[config.mk]
export PLATFORM = sky130hd
export DESIGN_NAME = pic_interrupt_arbiter
export DESIGN_NICKNAME = d
export VERILOG_FILES = /design/src/common/pic_pkg.sv /design/src/pic_interrupt_arbiter.sv
export SDC_FILE = /design/constraint.sdc
export NUM_CORES = 1
export LEC_CHECK = 0
export ABC_CLOCK_PERIOD_IN_PS = 21600
export BUFFER_PORTS_ARGS = -buffer_cell sky130_fd_sc_hd__buf_2
export CAP_MARGIN = 20
export CORE_MARGIN = 1
export CORE_UTILIZATION = 56
export CTS_CLUSTER_DIAMETER = 100
export CTS_CLUSTER_SIZE = 10
export DETAILED_ROUTE_END_ITERATION = 8
export PLACE_DENSITY = 0.81
export SLEW_MARGIN = 20
export SYNTH_ARGS = -nofsm -noshare
export SYNTH_HDL_FRONTEND = slang
export SYNTH_SLANG_ARGS = --single-unit
[constraint.sdc]
create_clock -name ref_clk -period 21.6 [get_ports ref_clk]
set_input_delay 2.16 -clock ref_clk [delete_from_list [all_inputs] [get_ports ref_clk]]
set_output_delay 2.16 -clock ref_clk [all_outputs]
set_load 0.02 [all_outputs]
[src/common/pic_pkg.sv]
// constants, types and register map of the priority interrupt controller
`default_nettype none
package pic_pkg;
    localparam int PIC_NSRC = 16;
    localparam logic [7:0] PIC_OFF_SWP0 = 8'h25;
    localparam logic [7:0] PIC_OFF_SWP1 = 8'h26;
    localparam logic [7:0] PIC_OFF_SWP2 = 8'h27;
    localparam logic [7:0] PIC_OFF_SWP3 = 8'h28;
    localparam logic [7:0] PIC_OFF_EIC0 = 8'h29;
    localparam logic [7:0] PIC_OFF_EIC1 = 8'h2a;
    localparam logic [7:0] PIC_RST_SWP = 8'hff;
    localparam logic [7:0] PIC_RST_EIC = 8'h00;
    localparam logic [1:0] PIC_LVL_TOP = 2'h3;
    localparam logic [4:0] PIC_SRC_RESET = 5'h00;
    localparam logic [4:0] PIC_SRC_TRAP = 5'h01;
    localparam logic [4:0] PIC_SRC_TLI = 5'h02;
    localparam logic [4:0] PIC_SRC_MASK0 = 5'h03;
    localparam logic [2:0] PIC_STACK_BYTES = 3'h5;
    localparam logic [7:0] PIC_CC_RESET = 8'h28;
    localparam int PIC_CC_I1 = 5;
    localparam int PIC_CC_I0 = 3;

    typedef enum logic [3:0] {
        PIC_IDLE = 4'b0001,
        PIC_STACK = 4'b0010,
        PIC_VECT = 4'b0100,
        PIC_RUN = 4'b1000
    } pic_state_e;

    typedef struct packed {
        logic valid;
        logic [4:0] src;
        logic [1:0] lvl;
    } pic_win_s;

    typedef struct packed {
        logic [7:0] addr;
        logic [7:0] wdata;
        logic wr;
        logic rd;
    } pic_bus_s;
endpackage : pic_pkg
`default_nettype wire

[src/pic_interrupt_arbiter.sv]
// interrupt arbiter: latching, two-step priority selection and entry sequence
`default_nettype none
module pic_interrupt_arbiter
    import pic_pkg::*;
(
    // clock and reset
    input wire logic ref_clk,
    input wire logic sys_rst,
    // register port
    input wire logic [7:0] reg_addr,
    input wire logic [7:0] reg_wdata,
    input wire logic reg_wr,
    input wire logic reg_rd,
    output logic [7:0] reg_rdata,
    // sources
    input wire logic trap_exec,
    input wire logic tli_pin,
    input wire logic [3:0] ext_pin,
    input wire logic [PIC_NSRC-1:4] periph_req,
    input wire logic [PIC_NSRC-1:4] periph_clear,
    input wire logic [PIC_NSRC-1:0] src_enable,
    // core side
    input wire logic core_halted,
    input wire logic iret_exec,
    input wire logic [7:0] stacked_cc,
    input wire logic [7:0] cc_in,
    output logic wake,
    output logic stack_push,
    output logic [2:0] stack_index,
    output logic vector_load,
    output logic [4:0] vector_src,
    output logic [7:0] cc_out,
    output logic cc_load,
    output logic [PIC_NSRC+2:0] pending
);
    pic_bus_s bus;
    pic_state_e state_ff, nxt_state;
    logic [7:0] swp_ff [4];
    logic [7:0] eic_ff [2];
    logic [7:0] reg_rdata_ff;
    logic tli_s1_ff, tli_s2_ff, tli_s3_ff;
    logic [3:0] ext_s1_ff, ext_s2_ff, ext_s3_ff;
    logic rst_pend_ff, trap_pend_ff, tli_pend_ff;
    logic [PIC_NSRC-1:0] mreq_ff;
    logic [1:0] cur_lvl;
    logic [2:0] stack_cnt_ff;
    pic_win_s win, win_ff;
    logic [7:0] cc_out_ff;
    logic cc_load_ff;
    logic in_trap_ff;
    logic [2:0] sync_fill_ff;
    logic sync_ok;
    logic take;

    assign bus = '{addr: reg_addr, wdata: reg_wdata, wr: reg_wr, rd: reg_rd};
    assign cur_lvl = {cc_in[PIC_CC_I1], cc_in[PIC_CC_I0]};

    // two bits per maskable source; bits pattern 11 mirrors the top level
    function automatic logic [1:0] sw_level(input logic [7:0] r [4],
                                            input int idx);
        logic [7:0] b;
        b = r[idx / 4];
        sw_level = {b[(idx % 4) * 2 + 1], b[(idx % 4) * 2]};
    endfunction : sw_level

    // register file
    always_ff @(posedge ref_clk) begin
        if (sys_rst) begin
            for (int i = 0; i < 4; i++) swp_ff[i] <= PIC_RST_SWP;
            eic_ff[0] <= PIC_RST_EIC;
            eic_ff[1] <= PIC_RST_EIC;
        end else if (bus.wr) begin
            case (bus.addr)
                PIC_OFF_SWP0: swp_ff[0] <= bus.wdata;
                PIC_OFF_SWP1: swp_ff[1] <= bus.wdata;
                PIC_OFF_SWP2: swp_ff[2] <= bus.wdata;
                PIC_OFF_SWP3: swp_ff[3] <= bus.wdata;
                PIC_OFF_EIC0: eic_ff[0] <= bus.wdata;
                PIC_OFF_EIC1: eic_ff[1] <= bus.wdata;
                default: ;
            endcase
        end
    end

    always_ff @(posedge ref_clk) begin
        if (sys_rst) begin
            reg_rdata_ff <= 8'h00;
        end else if (bus.rd) begin
            case (bus.addr)
                PIC_OFF_SWP0: reg_rdata_ff <= swp_ff[0];
                PIC_OFF_SWP1: reg_rdata_ff <= swp_ff[1];
                PIC_OFF_SWP2: reg_rdata_ff <= swp_ff[2];
                PIC_OFF_SWP3: reg_rdata_ff <= swp_ff[3];
                PIC_OFF_EIC0: reg_rdata_ff <= eic_ff[0];
                PIC_OFF_EIC1: reg_rdata_ff <= eic_ff[1];
                default: reg_rdata_ff <= 8'h00;
            endcase
        end else begin
            reg_rdata_ff <= 8'h00;
        end
    end
    assign reg_rdata = reg_rdata_ff;

    // pin synchronisers; third stage only feeds edge detection
    always_ff @(posedge ref_clk) begin
        if (sys_rst) begin
            tli_s1_ff <= 1'b0;
            tli_s2_ff <= 1'b0;
            tli_s3_ff <= 1'b0;
            ext_s1_ff <= 4'h0;
            ext_s2_ff <= 4'h0;
            ext_s3_ff <= 4'h0;
        end else begin
            tli_s1_ff <= tli_pin;
            tli_s2_ff <= tli_s1_ff;
            tli_s3_ff <= tli_s2_ff;
            ext_s1_ff <= ext_pin;
            ext_s2_ff <= ext_s1_ff;
            ext_s3_ff <= ext_s2_ff;
        end
    end

    logic entry;
    assign entry = (state_ff == PIC_VECT);

    // a new entry waits while a cc update is still on its way to the core,
    // else it would be judged against the mask level being replaced
    assign take = (state_ff == PIC_IDLE || state_ff == PIC_RUN) &&
                  win.valid && !cc_load_ff;

    // pin stages are trusted only once all three hold real samples, so a
    // pin already low or high at reset raises no false request
    always_ff @(posedge ref_clk) begin
        if (sys_rst) begin
            sync_fill_ff <= 3'h0;
        end else begin
            sync_fill_ff <= {sync_fill_ff[1:0], 1'b1};
        end
    end
    assign sync_ok = sync_fill_ff[2];

    // non-maskable and top pin latches; set wins over clear
    always_ff @(posedge ref_clk) begin
        if (sys_rst) begin
            rst_pend_ff <= 1'b1;
            trap_pend_ff <= 1'b0;
            tli_pend_ff <= 1'b0;
        end else begin
            if (entry && win_ff.src == PIC_SRC_RESET) rst_pend_ff <= 1'b0;
            if (trap_exec) begin
                trap_pend_ff <= 1'b1;
            end else if (entry && win_ff.src == PIC_SRC_TRAP) begin
                trap_pend_ff <= 1'b0;
            end
            if (sync_ok && tli_s2_ff && !tli_s3_ff) begin
                tli_pend_ff <= 1'b1;
            end else if (entry && win_ff.src == PIC_SRC_TLI) begin
                tli_pend_ff <= 1'b0;
            end
        end
    end

    // maskable request latches, generated per source
    genvar g;
    generate
        for (g = 0; g < PIC_NSRC; g++) begin : g_mreq
            logic set_req, clr_req;
            if (g < 4) begin : g_ext
                logic [1:0] sens;
                logic edge_hit;
                assign sens = {eic_ff[g / 2][(g % 2) * 2 + 1],
                               eic_ff[g / 2][(g % 2) * 2]};
                // 00 low level, 01 rising, 10 falling, 11 both edges
                always_comb begin
                    case (sens)
                        2'h0: edge_hit = !ext_s2_ff[g];
                        2'h1: edge_hit = ext_s2_ff[g] && !ext_s3_ff[g];
                        2'h2: edge_hit = !ext_s2_ff[g] && ext_s3_ff[g];
                        default: edge_hit = ext_s2_ff[g] ^ ext_s3_ff[g];
                    endcase
                end
                assign set_req = sync_ok && edge_hit;
                assign clr_req = 1'b0;
            end else begin : g_per
                assign set_req = periph_req[g];
                assign clr_req = periph_clear[g];
            end
            always_ff @(posedge ref_clk) begin
                if (sys_rst) begin
                    mreq_ff[g] <= 1'b0;
                end else if (set_req) begin
                    mreq_ff[g] <= 1'b1;
                end else if (clr_req ||
                             (entry && win_ff.src ==
                              5'(g + PIC_SRC_MASK0))) begin
                    mreq_ff[g] <= 1'b0;
                end
            end
        end
    endgenerate

    // two-step selection; scan from lowest hardware rank so later wins
    always_comb begin
        win = '{valid: 1'b0, src: 5'h00, lvl: 2'h0};
        for (int i = PIC_NSRC - 1; i >= 0; i--) begin
            logic [1:0] l;
            l = sw_level(swp_ff, i);
            if (mreq_ff[i] && src_enable[i] && l > cur_lvl &&
                (!win.valid || l >= win.lvl)) begin
                win = '{valid: 1'b1, src: 5'(i + PIC_SRC_MASK0), lvl: l};
            end
        end
        // top pin is maskable only by level 3 itself; it may preempt a trap
        if (tli_pend_ff && (cur_lvl != PIC_LVL_TOP || in_trap_ff)) begin
            win = '{valid: 1'b1, src: PIC_SRC_TLI, lvl: PIC_LVL_TOP};
        end
        if (trap_pend_ff && !in_trap_ff) begin
            win = '{valid: 1'b1, src: PIC_SRC_TRAP, lvl: PIC_LVL_TOP};
        end
        if (rst_pend_ff) begin
            win = '{valid: 1'b1, src: PIC_SRC_RESET, lvl: PIC_LVL_TOP};
        end
    end

    // entry sequencer
    always_comb begin
        nxt_state = state_ff;
        case (state_ff)
            PIC_IDLE, PIC_RUN: begin
                if (take) begin
                    nxt_state = (win.src == PIC_SRC_RESET) ? PIC_VECT
                                                           : PIC_STACK;
                end
            end
            PIC_STACK: begin
                if (stack_cnt_ff == PIC_STACK_BYTES - 3'h1) begin
                    nxt_state = PIC_VECT;
                end
            end
            PIC_VECT: nxt_state = PIC_RUN;
            default: nxt_state = PIC_IDLE;
        endcase
    end

    always_ff @(posedge ref_clk) begin
        if (sys_rst) begin
            state_ff <= PIC_IDLE;
            win_ff <= '{valid: 1'b0, src: 5'h00, lvl: 2'h0};
            stack_cnt_ff <= 3'h0;
        end else begin
            state_ff <= nxt_state;
            if (take) begin
                win_ff <= win;
            end
            stack_cnt_ff <= (state_ff == PIC_STACK) ? stack_cnt_ff + 3'h1
                                                    : 3'h0;
        end
    end

    // trap routine tracking, ended by return or preemption by top pin
    always_ff @(posedge ref_clk) begin
        if (sys_rst) begin
            in_trap_ff <= 1'b0;
        end else if (entry) begin
            in_trap_ff <= (win_ff.src == PIC_SRC_TRAP);
        end else if (iret_exec) begin
            in_trap_ff <= 1'b0;
        end
    end

    // condition code update: raise on entry, restore on return
    always_ff @(posedge ref_clk) begin
        if (sys_rst) begin
            cc_out_ff <= PIC_CC_RESET;
            cc_load_ff <= 1'b0;
        end else if (entry) begin
            cc_out_ff <= cc_in | PIC_CC_RESET;
            cc_load_ff <= 1'b1;
        end else if (iret_exec) begin
            cc_out_ff <= stacked_cc;
            cc_load_ff <= 1'b1;
        end else begin
            cc_load_ff <= 1'b0;
        end
    end

    assign stack_push = (state_ff == PIC_STACK);
    assign stack_index = stack_cnt_ff;
    assign vector_load = entry;
    assign vector_src = win_ff.src;
    assign cc_out = cc_out_ff;
    assign cc_load = cc_load_ff;
    // only non-maskable, top pin or enabled external/peripheral requests wake halt
    assign wake = core_halted && (rst_pend_ff || trap_pend_ff ||
                  tli_pend_ff || |(mreq_ff & src_enable));
    assign pending = {mreq_ff, tli_pend_ff, trap_pend_ff, rst_pend_ff};
endmodule : pic_interrupt_arbiter
`default_nettype wire

==> metrics, run 1 <==
RePlAce Congestion=between 0.9 and 1; row count=40; drt wl/cell=between 15 and 20 um; Antenna diodes=0; CP Data Required Time=21.86 ns; Hold Vio Cnt, Final=0; Synth async-reset ratio=0%; Crit path depth=96; Startpoint Class=primary input; Crit path max-delay family=compound AO/OA/AOI/OAI gates; # DRC=0; Max Slew Vio Count=0; Final Setup Violations=0; Total GRT Usage=a little under a third; Initial Utilization=57.43%; CTS tree=done; reg-to-reg slack, setup=about 2.5 ns; Root Driver=clkbuf_16; hpwl dp=14.90 mm; Netlist Area Pre-Place=roughly 0.007 sq mm; Fin Clk Skew=about 0.010 ns; final layout net count=~1100; Worst Hold Class=reg2reg; Cell Pwr Density=73.39 mW/mm^2; CTS buffer count=17; maxcap violations=0; Synth area leaders=dfxtp_1 29%, ha_1 12%, nand2_1 7.1%, edfxtp_1 7.0%, a21oi_1 4.0%; post-place setup slack=0.2609 ns; Max stage delay on crit path=~0.45 ns; worst setup path start=cc_in[5]; DRT iter0 DRCs=644; CP arrival=approximately 21 ns; Yosys Warn Count=0; Fillers=between 900 and 1000; Clk Latency, worst-skew pair=around 0.42 ns; R2R depth=between 90 and 100; Vias=between 6000 and 7000; final WL=20.02 mm; placed cell area=0.007632 sq mm; CTS sink cnt=115; drt pass-1 iters=7; Yosys reg bits=about 120; leak pwr=between 3 and 4 nW; I/O pin cnt=approximately 130; Mean Syn Cell Area=8.377 sq um; Die X=approximately 110 um; Yosys top cell by area=dfxtp_1; die area=0.01271 sq mm; Worst Path Buf+Inv=4; sequential fraction of the synthesis area=between 30% and 40%; Final Cycle Share=between 90 and 100%; Worst slew margin=between 30% and 40%; post-route ant nets=0; worst r2r src=swp_ff[6]; IO Port Bufs=130; VDD IR-drop max=approximately 0.054 mV; CP max-delay cell=o41ai_2; clock-pin slew on the worst setup and hold paths=around 0.050 ns; CTS Buffer Depth=2; Worst-Margin Slew=around 0.97 ns; ys flop type=dfxtp_1; outcome=finished, final reports clean; crit path to=state_ff[1]; GR Overflow Total=0; DR vias/cell=slightly above 6; Reg2Reg Capture Point=state_ff[1]; die height=~110 um; Post-Syn Nets=between 900 and 1000; Synth cell types=76; Max Freq=about 49 MHz; crit-path max FO=8; area grow syn2layout=21.11%; vias in the first global route=approximately 6000; Power, Total=0.6105 mW; Synth top area share=around 29%; largest net degree at the start of global routing=53; fin crit period=just over 20 ns; Top cell by count, worst path=ha_1; hold-fix buffers at CTS=0; crit end category=register; CTS H-tree depth=4; core box area=between 0.01 and 0.015 sq mm; Final WS setup=between 1 and 1.5 ns; antenna violations before repair=0; gate count after technology mapping=approximately 800; post-route cell area=just over 0.008 sq mm; first-pass GRT wire length=between 30 and 40 mm; CP Class=in2reg; layout cell share with drive strength beyond 1=approximately a fifth; Post-synth EDFFs=16
[layout by cell type (no fill, tap or decap), drive strengths merged, types with 7 or more instances in the layout]
cell	count
nor2b	26
a31oi	12
mux2i	11
a222oi	17
dfxtp	99
and2	18
a21oi	55
buf	138
ha	64
a211oi	16
o31ai	7
clkbuf	21
nor3	15
nand2	130
o211ai	27
o21ai	25
inv	55
edfxtp	16
nand2b	19
nor2	65
nand3	20
[area by class of cell]
type / count / area [sq um] / share of cell area, %
timing repair buffer: 138 / 710.7 / 8.543
tap: 147 / 183.9 / 2.211
sequential: 115 / 2462 / 29.60
inverter: 56 / 210.2 / 2.527
clock inverter: 10 / 133.9 / 1.609
clock buffer: 21 / 460.4 / 5.535
multi-input combinational: 623 / 4158 / 49.98
[state kept, by name (all words and copies together) (netlist names), 4 cells and up]
name and flops:
swp_ff 32, eic_ff 16, pending 16, cc_out 8
reg_rdata 8, vector_src 5, ext_s1_ff 4, ext_s2_ff 4
ext_s3_ff 4, state_ff 4
[cells by family after synthesis]
family	Yosys count	synth area share [%]
adder cells (fa/ha/maj)	64	11.66
multiplexers	13	1.931
buffers and inverters	82	4.645
XOR/XNOR	3	0.3826
flip-flops	115	35.85
AND/OR/NAND/NOR	328	22.86
AO/OA/AOI/OAI	215	22.68
[worst register-to-register path: cells and delay by family (launching register included)]
kind / cells / cell delay, ns
and+or+nand+nor: 26 / 3.50
muxes: 3 / 0.80
buffers and inverters: 3 / 0.34
adders and majority gates: 16 / 4.24
AOI/OAI and AO/OA: 47 / 9.64
DFF: 1 / 0.42
[routing by layer]
layer	vias up	global-route usage (%)	part of all wire (%)
met3	54	7.392	8.5
met5	-	0	0
li1	3254	-	-
met2	341	51.85	47
met1	3109	40.09	41
met4	0	14.84	3.6
[power by group]
part,internal (mW),switching (mW)
Sequential,0.226,0.00895
Combinational,0.0379,0.0546
Clock,0.186,0.0979
Total,0.449,0.161
[how the worst min path moves through the flow]
stage                       to       startpoint  cells past startpoint
6_report       sync_fill_ff[1]  sync_fill_ff[0]                      1
5_1_grt              tli_s2_ff        tli_s1_ff                      1
4_1_cts        sync_fill_ff[1]  sync_fill_ff[0]                      1
3_5_place_dp   sync_fill_ff[1]  sync_fill_ff[0]                      1
3_3_place_gp   sync_fill_ff[1]  sync_fill_ff[0]                      1
2_1_floorplan     ext_s2_ff[0]     ext_s1_ff[0]                      1
[Yosys cell counts (all sizes together) (15+ instances only)]
cell    number
a21oi       55
and2        18
nand3       20
clkbuf      22
edfxtp      16
nor2        65
inv         55
dfxtp       99
a211oi      16
nand2      130
o211ai      27
ha          64
nor3        15
nand2b      19
a222oi      17
nor2b       26
o21ai       25
[metrics by stage]
step                hold slack, ns  TNS (ns)  utilization, %  instances
global placement            0.4159         0           63.81       1076
global route                0.4600   -0.3772           69.55       1110
floorplan                   0.4138         0               -        820
finish                      0.4339         0           69.55       1110
CTS                         0.4345         0           68.78       1107
detailed placement          0.4220         0           63.81       1076
[what timing repair did]
action,CTS,global route
buffers inserted,0,3
endpoints found under the setup margin,0,7
resized for setup,0,16
Power figures use the tool's default switching activity.
==> inputs of run 2 (changes only) <==
--- a/config.mk
+++ b/config.mk
@@ -13,7 +13,7 @@
 export CTS_CLUSTER_DIAMETER = 100
 export CTS_CLUSTER_SIZE = 10
 export DETAILED_ROUTE_END_ITERATION = 8
-export PLACE_DENSITY = 0.81
+export PLACE_DENSITY = 0.85
 export SLEW_MARGIN = 20
 export SYNTH_ARGS = -nofsm -noshare
 export SYNTH_HDL_FRONTEND = slang
==> metrics, run 2 (synthesis gave the netlist of run 1 again) <==
Antenna diodes=0; DR vias/cell=between 6 and 7; Max Freq=roughly 48 MHz; final layout net count=1102; antenna violations before repair=0; area grow syn2layout=20.80%; Fin Clk Skew=between 0.01 and 0.015 ns; CP arrival=approximately 21 ns; hold-fix buffers at CTS=0; placed cell area=around 0.0076 sq mm; final WL=21.63 mm; Max Slew Vio Count=0; Most flops, register=swp_ff; post-place setup slack=~0.23 ns; clock-pin slew on the worst setup and hold paths=roughly 0.050 ns; first-pass GRT wire length=33.48 mm; CTS H-tree depth=4; CTS sink cnt=115; crit end category=register; Final WS setup=between 0.5 and 0.6 ns; Final Cycle Share=a little over nine tenths; Fillers=between 900 and 1000; register area=roughly 0.0025 sq mm; CTS buffer count=17; die area=~0.013 sq mm; hold endpoint=sync_fill_ff[1]; layout cell share with drive strength beyond 1=a little over a fifth; Power, Total=slightly below 0.6 mW; largest net degree at the start of global routing=between 50 and 60; Final Setup Violations=0; max FFs per register=32; Cell Count, Final, Fillers Out=about 1100; CP Class=in2reg; crit-path max FO=8; hpwl dp=about 16 mm; Total GRT Usage=around 34%; Startpoint Class=primary input; most frequent cells in the layout=130 x buf_2, 129 x nand2_1, 99 x dfxtp_1, 64 x ha_1, 62 x nor2_1; drt pass-1 iters=7; Max stage delay on crit path=0.44 ns; Top cell by count, worst path=ha_1; CTS tree=done; hold-critical path depth=1; core box area=0.01196 sq mm; Die X=between 100 and 150 um; row count=40; setup tns final=0 ns; R2R depth=94; CP Data Required Time=21.95 ns; vias in the first global route=6362; hold_sp=sync_fill_ff[0]; outcome=finished, final reports clean; maxcap violations=0; Root Driver=clkbuf_16; IO Port Bufs=130; CTS Buffer Depth=2; DRT iter0 DRCs=~770; Worst-Margin Slew=approximately 0.94 ns; CP max-delay cell=a21oi_1; Vias=roughly 7100; fin crit period=between 20 and 25 ns; VDD IR-drop max=around 0.052 mV; Worst Hold Class=reg2reg; post-route cell area=0.008298 sq mm; worst setup path start=cc_in[5]; die height=between 100 and 150 um; Cell Pwr Density=71.68 mW/mm^2; GR Overflow Total=0; Worst slew margin=between 30 and 40%; multi-input logic area=between 0.004 and 0.005 sq mm; leak pwr=3.801 nW; worst r2r src=swp_ff[6]; Reg2Reg Capture Point=vector_src[4]; Hold Vio Cnt, Final=0; I/O pin cnt=131; drt wl/cell=a little under 20 um; Initial Utilization=a little under three fifths; commonest non-fill, non-tap cell in the layout=buf_2; RePlAce Congestion=around 1.0; reg-to-reg slack, setup=approximately 2.1 ns; # DRC=0; post-route ant nets=0; Clk Latency, worst-skew pair=0.43 ns; placed cell count=1078
run 2: changes by cell type in the layout (fill, tap and decap cells not counted), moves of 2 or more:
cell       change
clkbuf_1       +4
buf_4          +3
bufinv_16      -2
clkbuf_8       -2
clkinv_2       -2
nor3_1         +2
nor3_2         -2
run 2: per-layer routing:
layer | share of wire [%] | track usage (%) | up-vias
met4 | 5.3 | 16.80 | 0
li1 | - | - | 3260
met1 | 39 | 42.11 | 3204
met2 | 45 | 56.46 | 490
met5 | 0 | 0 | -
met3 | 10 | 7.606 | 102
run 2: final cells by class:
type | count | share of cell area [%]
multi-input combinational | 623 | 50.09
inverter | 56 | 2.533
timing repair buffer | 141 | 8.836
clock buffer | 24 | 5.700
tap | 147 | 2.217
clock inverter | 8 | 0.9499
sequential | 115 | 29.67
run 2: how the worst max path moves through the flow:
| stage | to | cells past startpoint |
|---|---|---|
| after floorplan | state_ff[2] | 95 |
| after global placement | state_ff[1] | 98 |
| after detailed placement | state_ff[1] | 98 |
| after CTS | state_ff[1] | 98 |
| after global routing | state_ff[1] | 96 |
| final | vector_src[4] | 95 |
run 2: timing repair:
| item | CTS | global route |
|---|---|---|
| gates resized for setup | 0 | 18 |
| endpoints found under the setup margin | 0 | 7 |
| setup buffers | 0 | 4 |
| hold endpoints to repair | 0 | 0 |
run 2: power breakdown:
part	internal, mW	switching (mW)	total [mW]
sequential	0.225	0.00938	0.235
clock	0.165	0.101	0.265
combinational	0.0381	0.0566	0.0947
run 2: worst max-delay path: cells and delay by family:
| family | cells | cell delay (ns) |
|---|---|---|
| AOI/OAI and AO/OA | 43 | 9.44 |
| adders and majority gates | 16 | 4.34 |
| buffers and inverters | 4 | 0.40 |
| muxes | 3 | 0.71 |
| and+or+nand+nor | 29 | 4.31 |
run 2: metrics by stage:
stage               utilization, %  hold slack (ns)
floorplan                        -           0.4138
global placement             63.93           0.4157
detailed placement           63.93           0.4282
CTS                          68.55           0.4409
global route                 69.37           0.4634
finish                       69.37           0.4363
==> inputs of run 3 (changes only) <==
--- a/config.mk
+++ b/config.mk
@@ -8,12 +8,11 @@
 export ABC_CLOCK_PERIOD_IN_PS = 21600
 export BUFFER_PORTS_ARGS = -buffer_cell sky130_fd_sc_hd__buf_2
 export CAP_MARGIN = 20
-export CORE_MARGIN = 1
-export CORE_UTILIZATION = 56
+export CORE_UTILIZATION = 50
 export CTS_CLUSTER_DIAMETER = 100
 export CTS_CLUSTER_SIZE = 10
 export DETAILED_ROUTE_END_ITERATION = 8
-export PLACE_DENSITY = 0.85
+export PLACE_DENSITY = 0.77
 export SLEW_MARGIN = 20
 export SYNTH_ARGS = -nofsm -noshare
 export SYNTH_HDL_FRONTEND = slang
==> metrics, run 3 (synthesis gave the netlist of run 1 again) <==
outcome=finished, final reports clean; core box area=0.01330 sq mm; hold_sp=ext_s1_ff[2]; antenna violations before repair=0; Vias=6735; CP arrival=around 21 ns; Max stage delay on crit path=0.41 ns; fin crit period=slightly above 20 ns; crit-path max FO=8; CTS Buffer Depth=2; CTS sink cnt=~120; Cell Count, Final, Fillers Out=about 1100; R2R depth=94; clock-pin slew on the worst setup and hold paths=0.06 ns; Final Setup Violations=0; VDD IR-drop max=~0.083 mV; GR Overflow Total=0; final layout net count=roughly 1100; maxcap violations=0; hold-fix buffers at CTS=0; Most flops, register=swp_ff; hold-critical path depth=1; CP Data Required Time=about 22 ns; Power, Total=~0.65 mW; vias in the first global route=around 6200; RePlAce Congestion=around 0.96; placed cell area=0.007676 sq mm; post-route ant nets=0; setup tns final=0 ns; Worst slew margin=approximately 27%; post-place setup slack=between 0.2 and 0.3 ns; hold endpoint=ext_s2_ff[2]; row count=between 40 and 50; hpwl dp=about 15 mm; drt wl/cell=about 18 um; DR vias/cell=approximately 6; Worst Hold Class=reg2reg; most frequent cells in the layout=130 x buf_2, 129 x nand2_1, 99 x dfxtp_1, 64 x ha_1, 63 x nor2_1; drt pass-1 iters=7; placed cell count=1106; hold_ws=0.4382 ns; Hold Vio Cnt, Final=0; Initial Utilization=between 50% and 60%; Antenna diodes=0; I/O pin cnt=~130; Reg2Reg Capture Point=state_ff[2]; die area=~0.014 sq mm; Max Freq=between 40 and 50 MHz; Max Slew Vio Count=0; worst r2r src=swp_ff[7]; CTS H-tree depth=4; commonest non-fill, non-tap cell in the layout=buf_2; Final WS setup=~1.1 ns; first-pass GRT wire length=32.20 mm; CP Class=in2reg; layout cell share with drive strength beyond 1=about a fifth; Root Driver=clkbuf_16; Cell Pwr Density=~77 mW/mm^2; leak pwr=3.869 nW; max FFs per register=32; Worst-Margin Slew=1.080 ns; Fin Clk Skew=between 0.007 and 0.008 ns; CTS tree=done; fin util=between 60% and 70%; IO Port Bufs=130; CP max-delay cell=a221o_1; # DRC=0; largest net degree at the start of global routing=53; Startpoint Class=primary input; Final Cycle Share=between 90 and 100%; reg-to-reg slack, setup=roughly 2.5 ns; Top cell by count, worst path=ha_1; Total GRT Usage=around 29%; final WL=around 20 mm; Clk Latency, worst-skew pair=between 0.4 and 0.5 ns; post-route cell area=0.008464 sq mm; crit end category=register; die height=between 100 and 150 um; area grow syn2layout=23.22%; Die X=~120 um; DRT iter0 DRCs=678; CTS buffer count=17
run 3: cell types whose count changed in the layout (fill, tap and decap cells not counted), moves of 2 or more:
cell	before	now
bufinv_16	1	6
clkbuf_1	6	1
buf_4	11	13
o21ai_0	22	24
o21ai_1	3	1
run 3: worst max-delay path by stage:
stage / startpoint / end / depth (start not counted)
global route: cc_in[5] / state_ff[1] / 100
CTS: cc_in[5] / state_ff[2] / 97
global placement: cc_in[5] / state_ff[2] / 98
floorplan: cc_in[5] / state_ff[2] / 95
finish: cc_in[5] / state_ff[2] / 96
detailed placement: cc_in[5] / state_ff[1] / 98
run 3: report_power, final:
group | internal [mW] | switching, mW | total [mW] | leakage, nW
Clock | 0.219 | 0.102 | 0.321 | 0.321
Combinational | 0.0383 | 0.0553 | 0.0937 | 2.59
Sequential | 0.225 | 0.00904 | 0.234 | 0.961
Total | 0.483 | 0.166 | 0.649 | 3.87
run 3: cell type report:
type | instances | area (sq um)
fill | 1147 | 4831
tap | 176 | 220.2
sequential | 115 | 2462
clock buffer | 19 | 442.9
timing repair buffer | 143 | 748.2
inverter | 56 | 210.2
clock inverter | 13 | 230.2
multi-input combinational | 623 | 4150
run 3: routing by layer:
metal / routed length (um) / global-route usage (%)
met3: 1501 / 5.747
met5: 0 / 0
met1: 8713 / 36.87
met2: 9641 / 47.53
met4: 687 / 13.21
run 3: what timing repair did:
| action | in CTS | in global routing |
|---|---|---|
| setup endpoints to repair | 0 | 7 |
| gates resized for setup | 0 | 15 |
| buffers inserted | 0 | 7 |
run 3: worst max-delay path: cells and delay by family:
| kind | cells | cell delay (ns) |
|---|---|---|
| adders and majority gates | 16 | 4.29 |
| muxes | 3 | 0.79 |
| and+or+nand+nor | 28 | 3.92 |
| buffers and inverters | 5 | 0.44 |
| AOI/OAI and AO/OA | 44 | 9.23 |
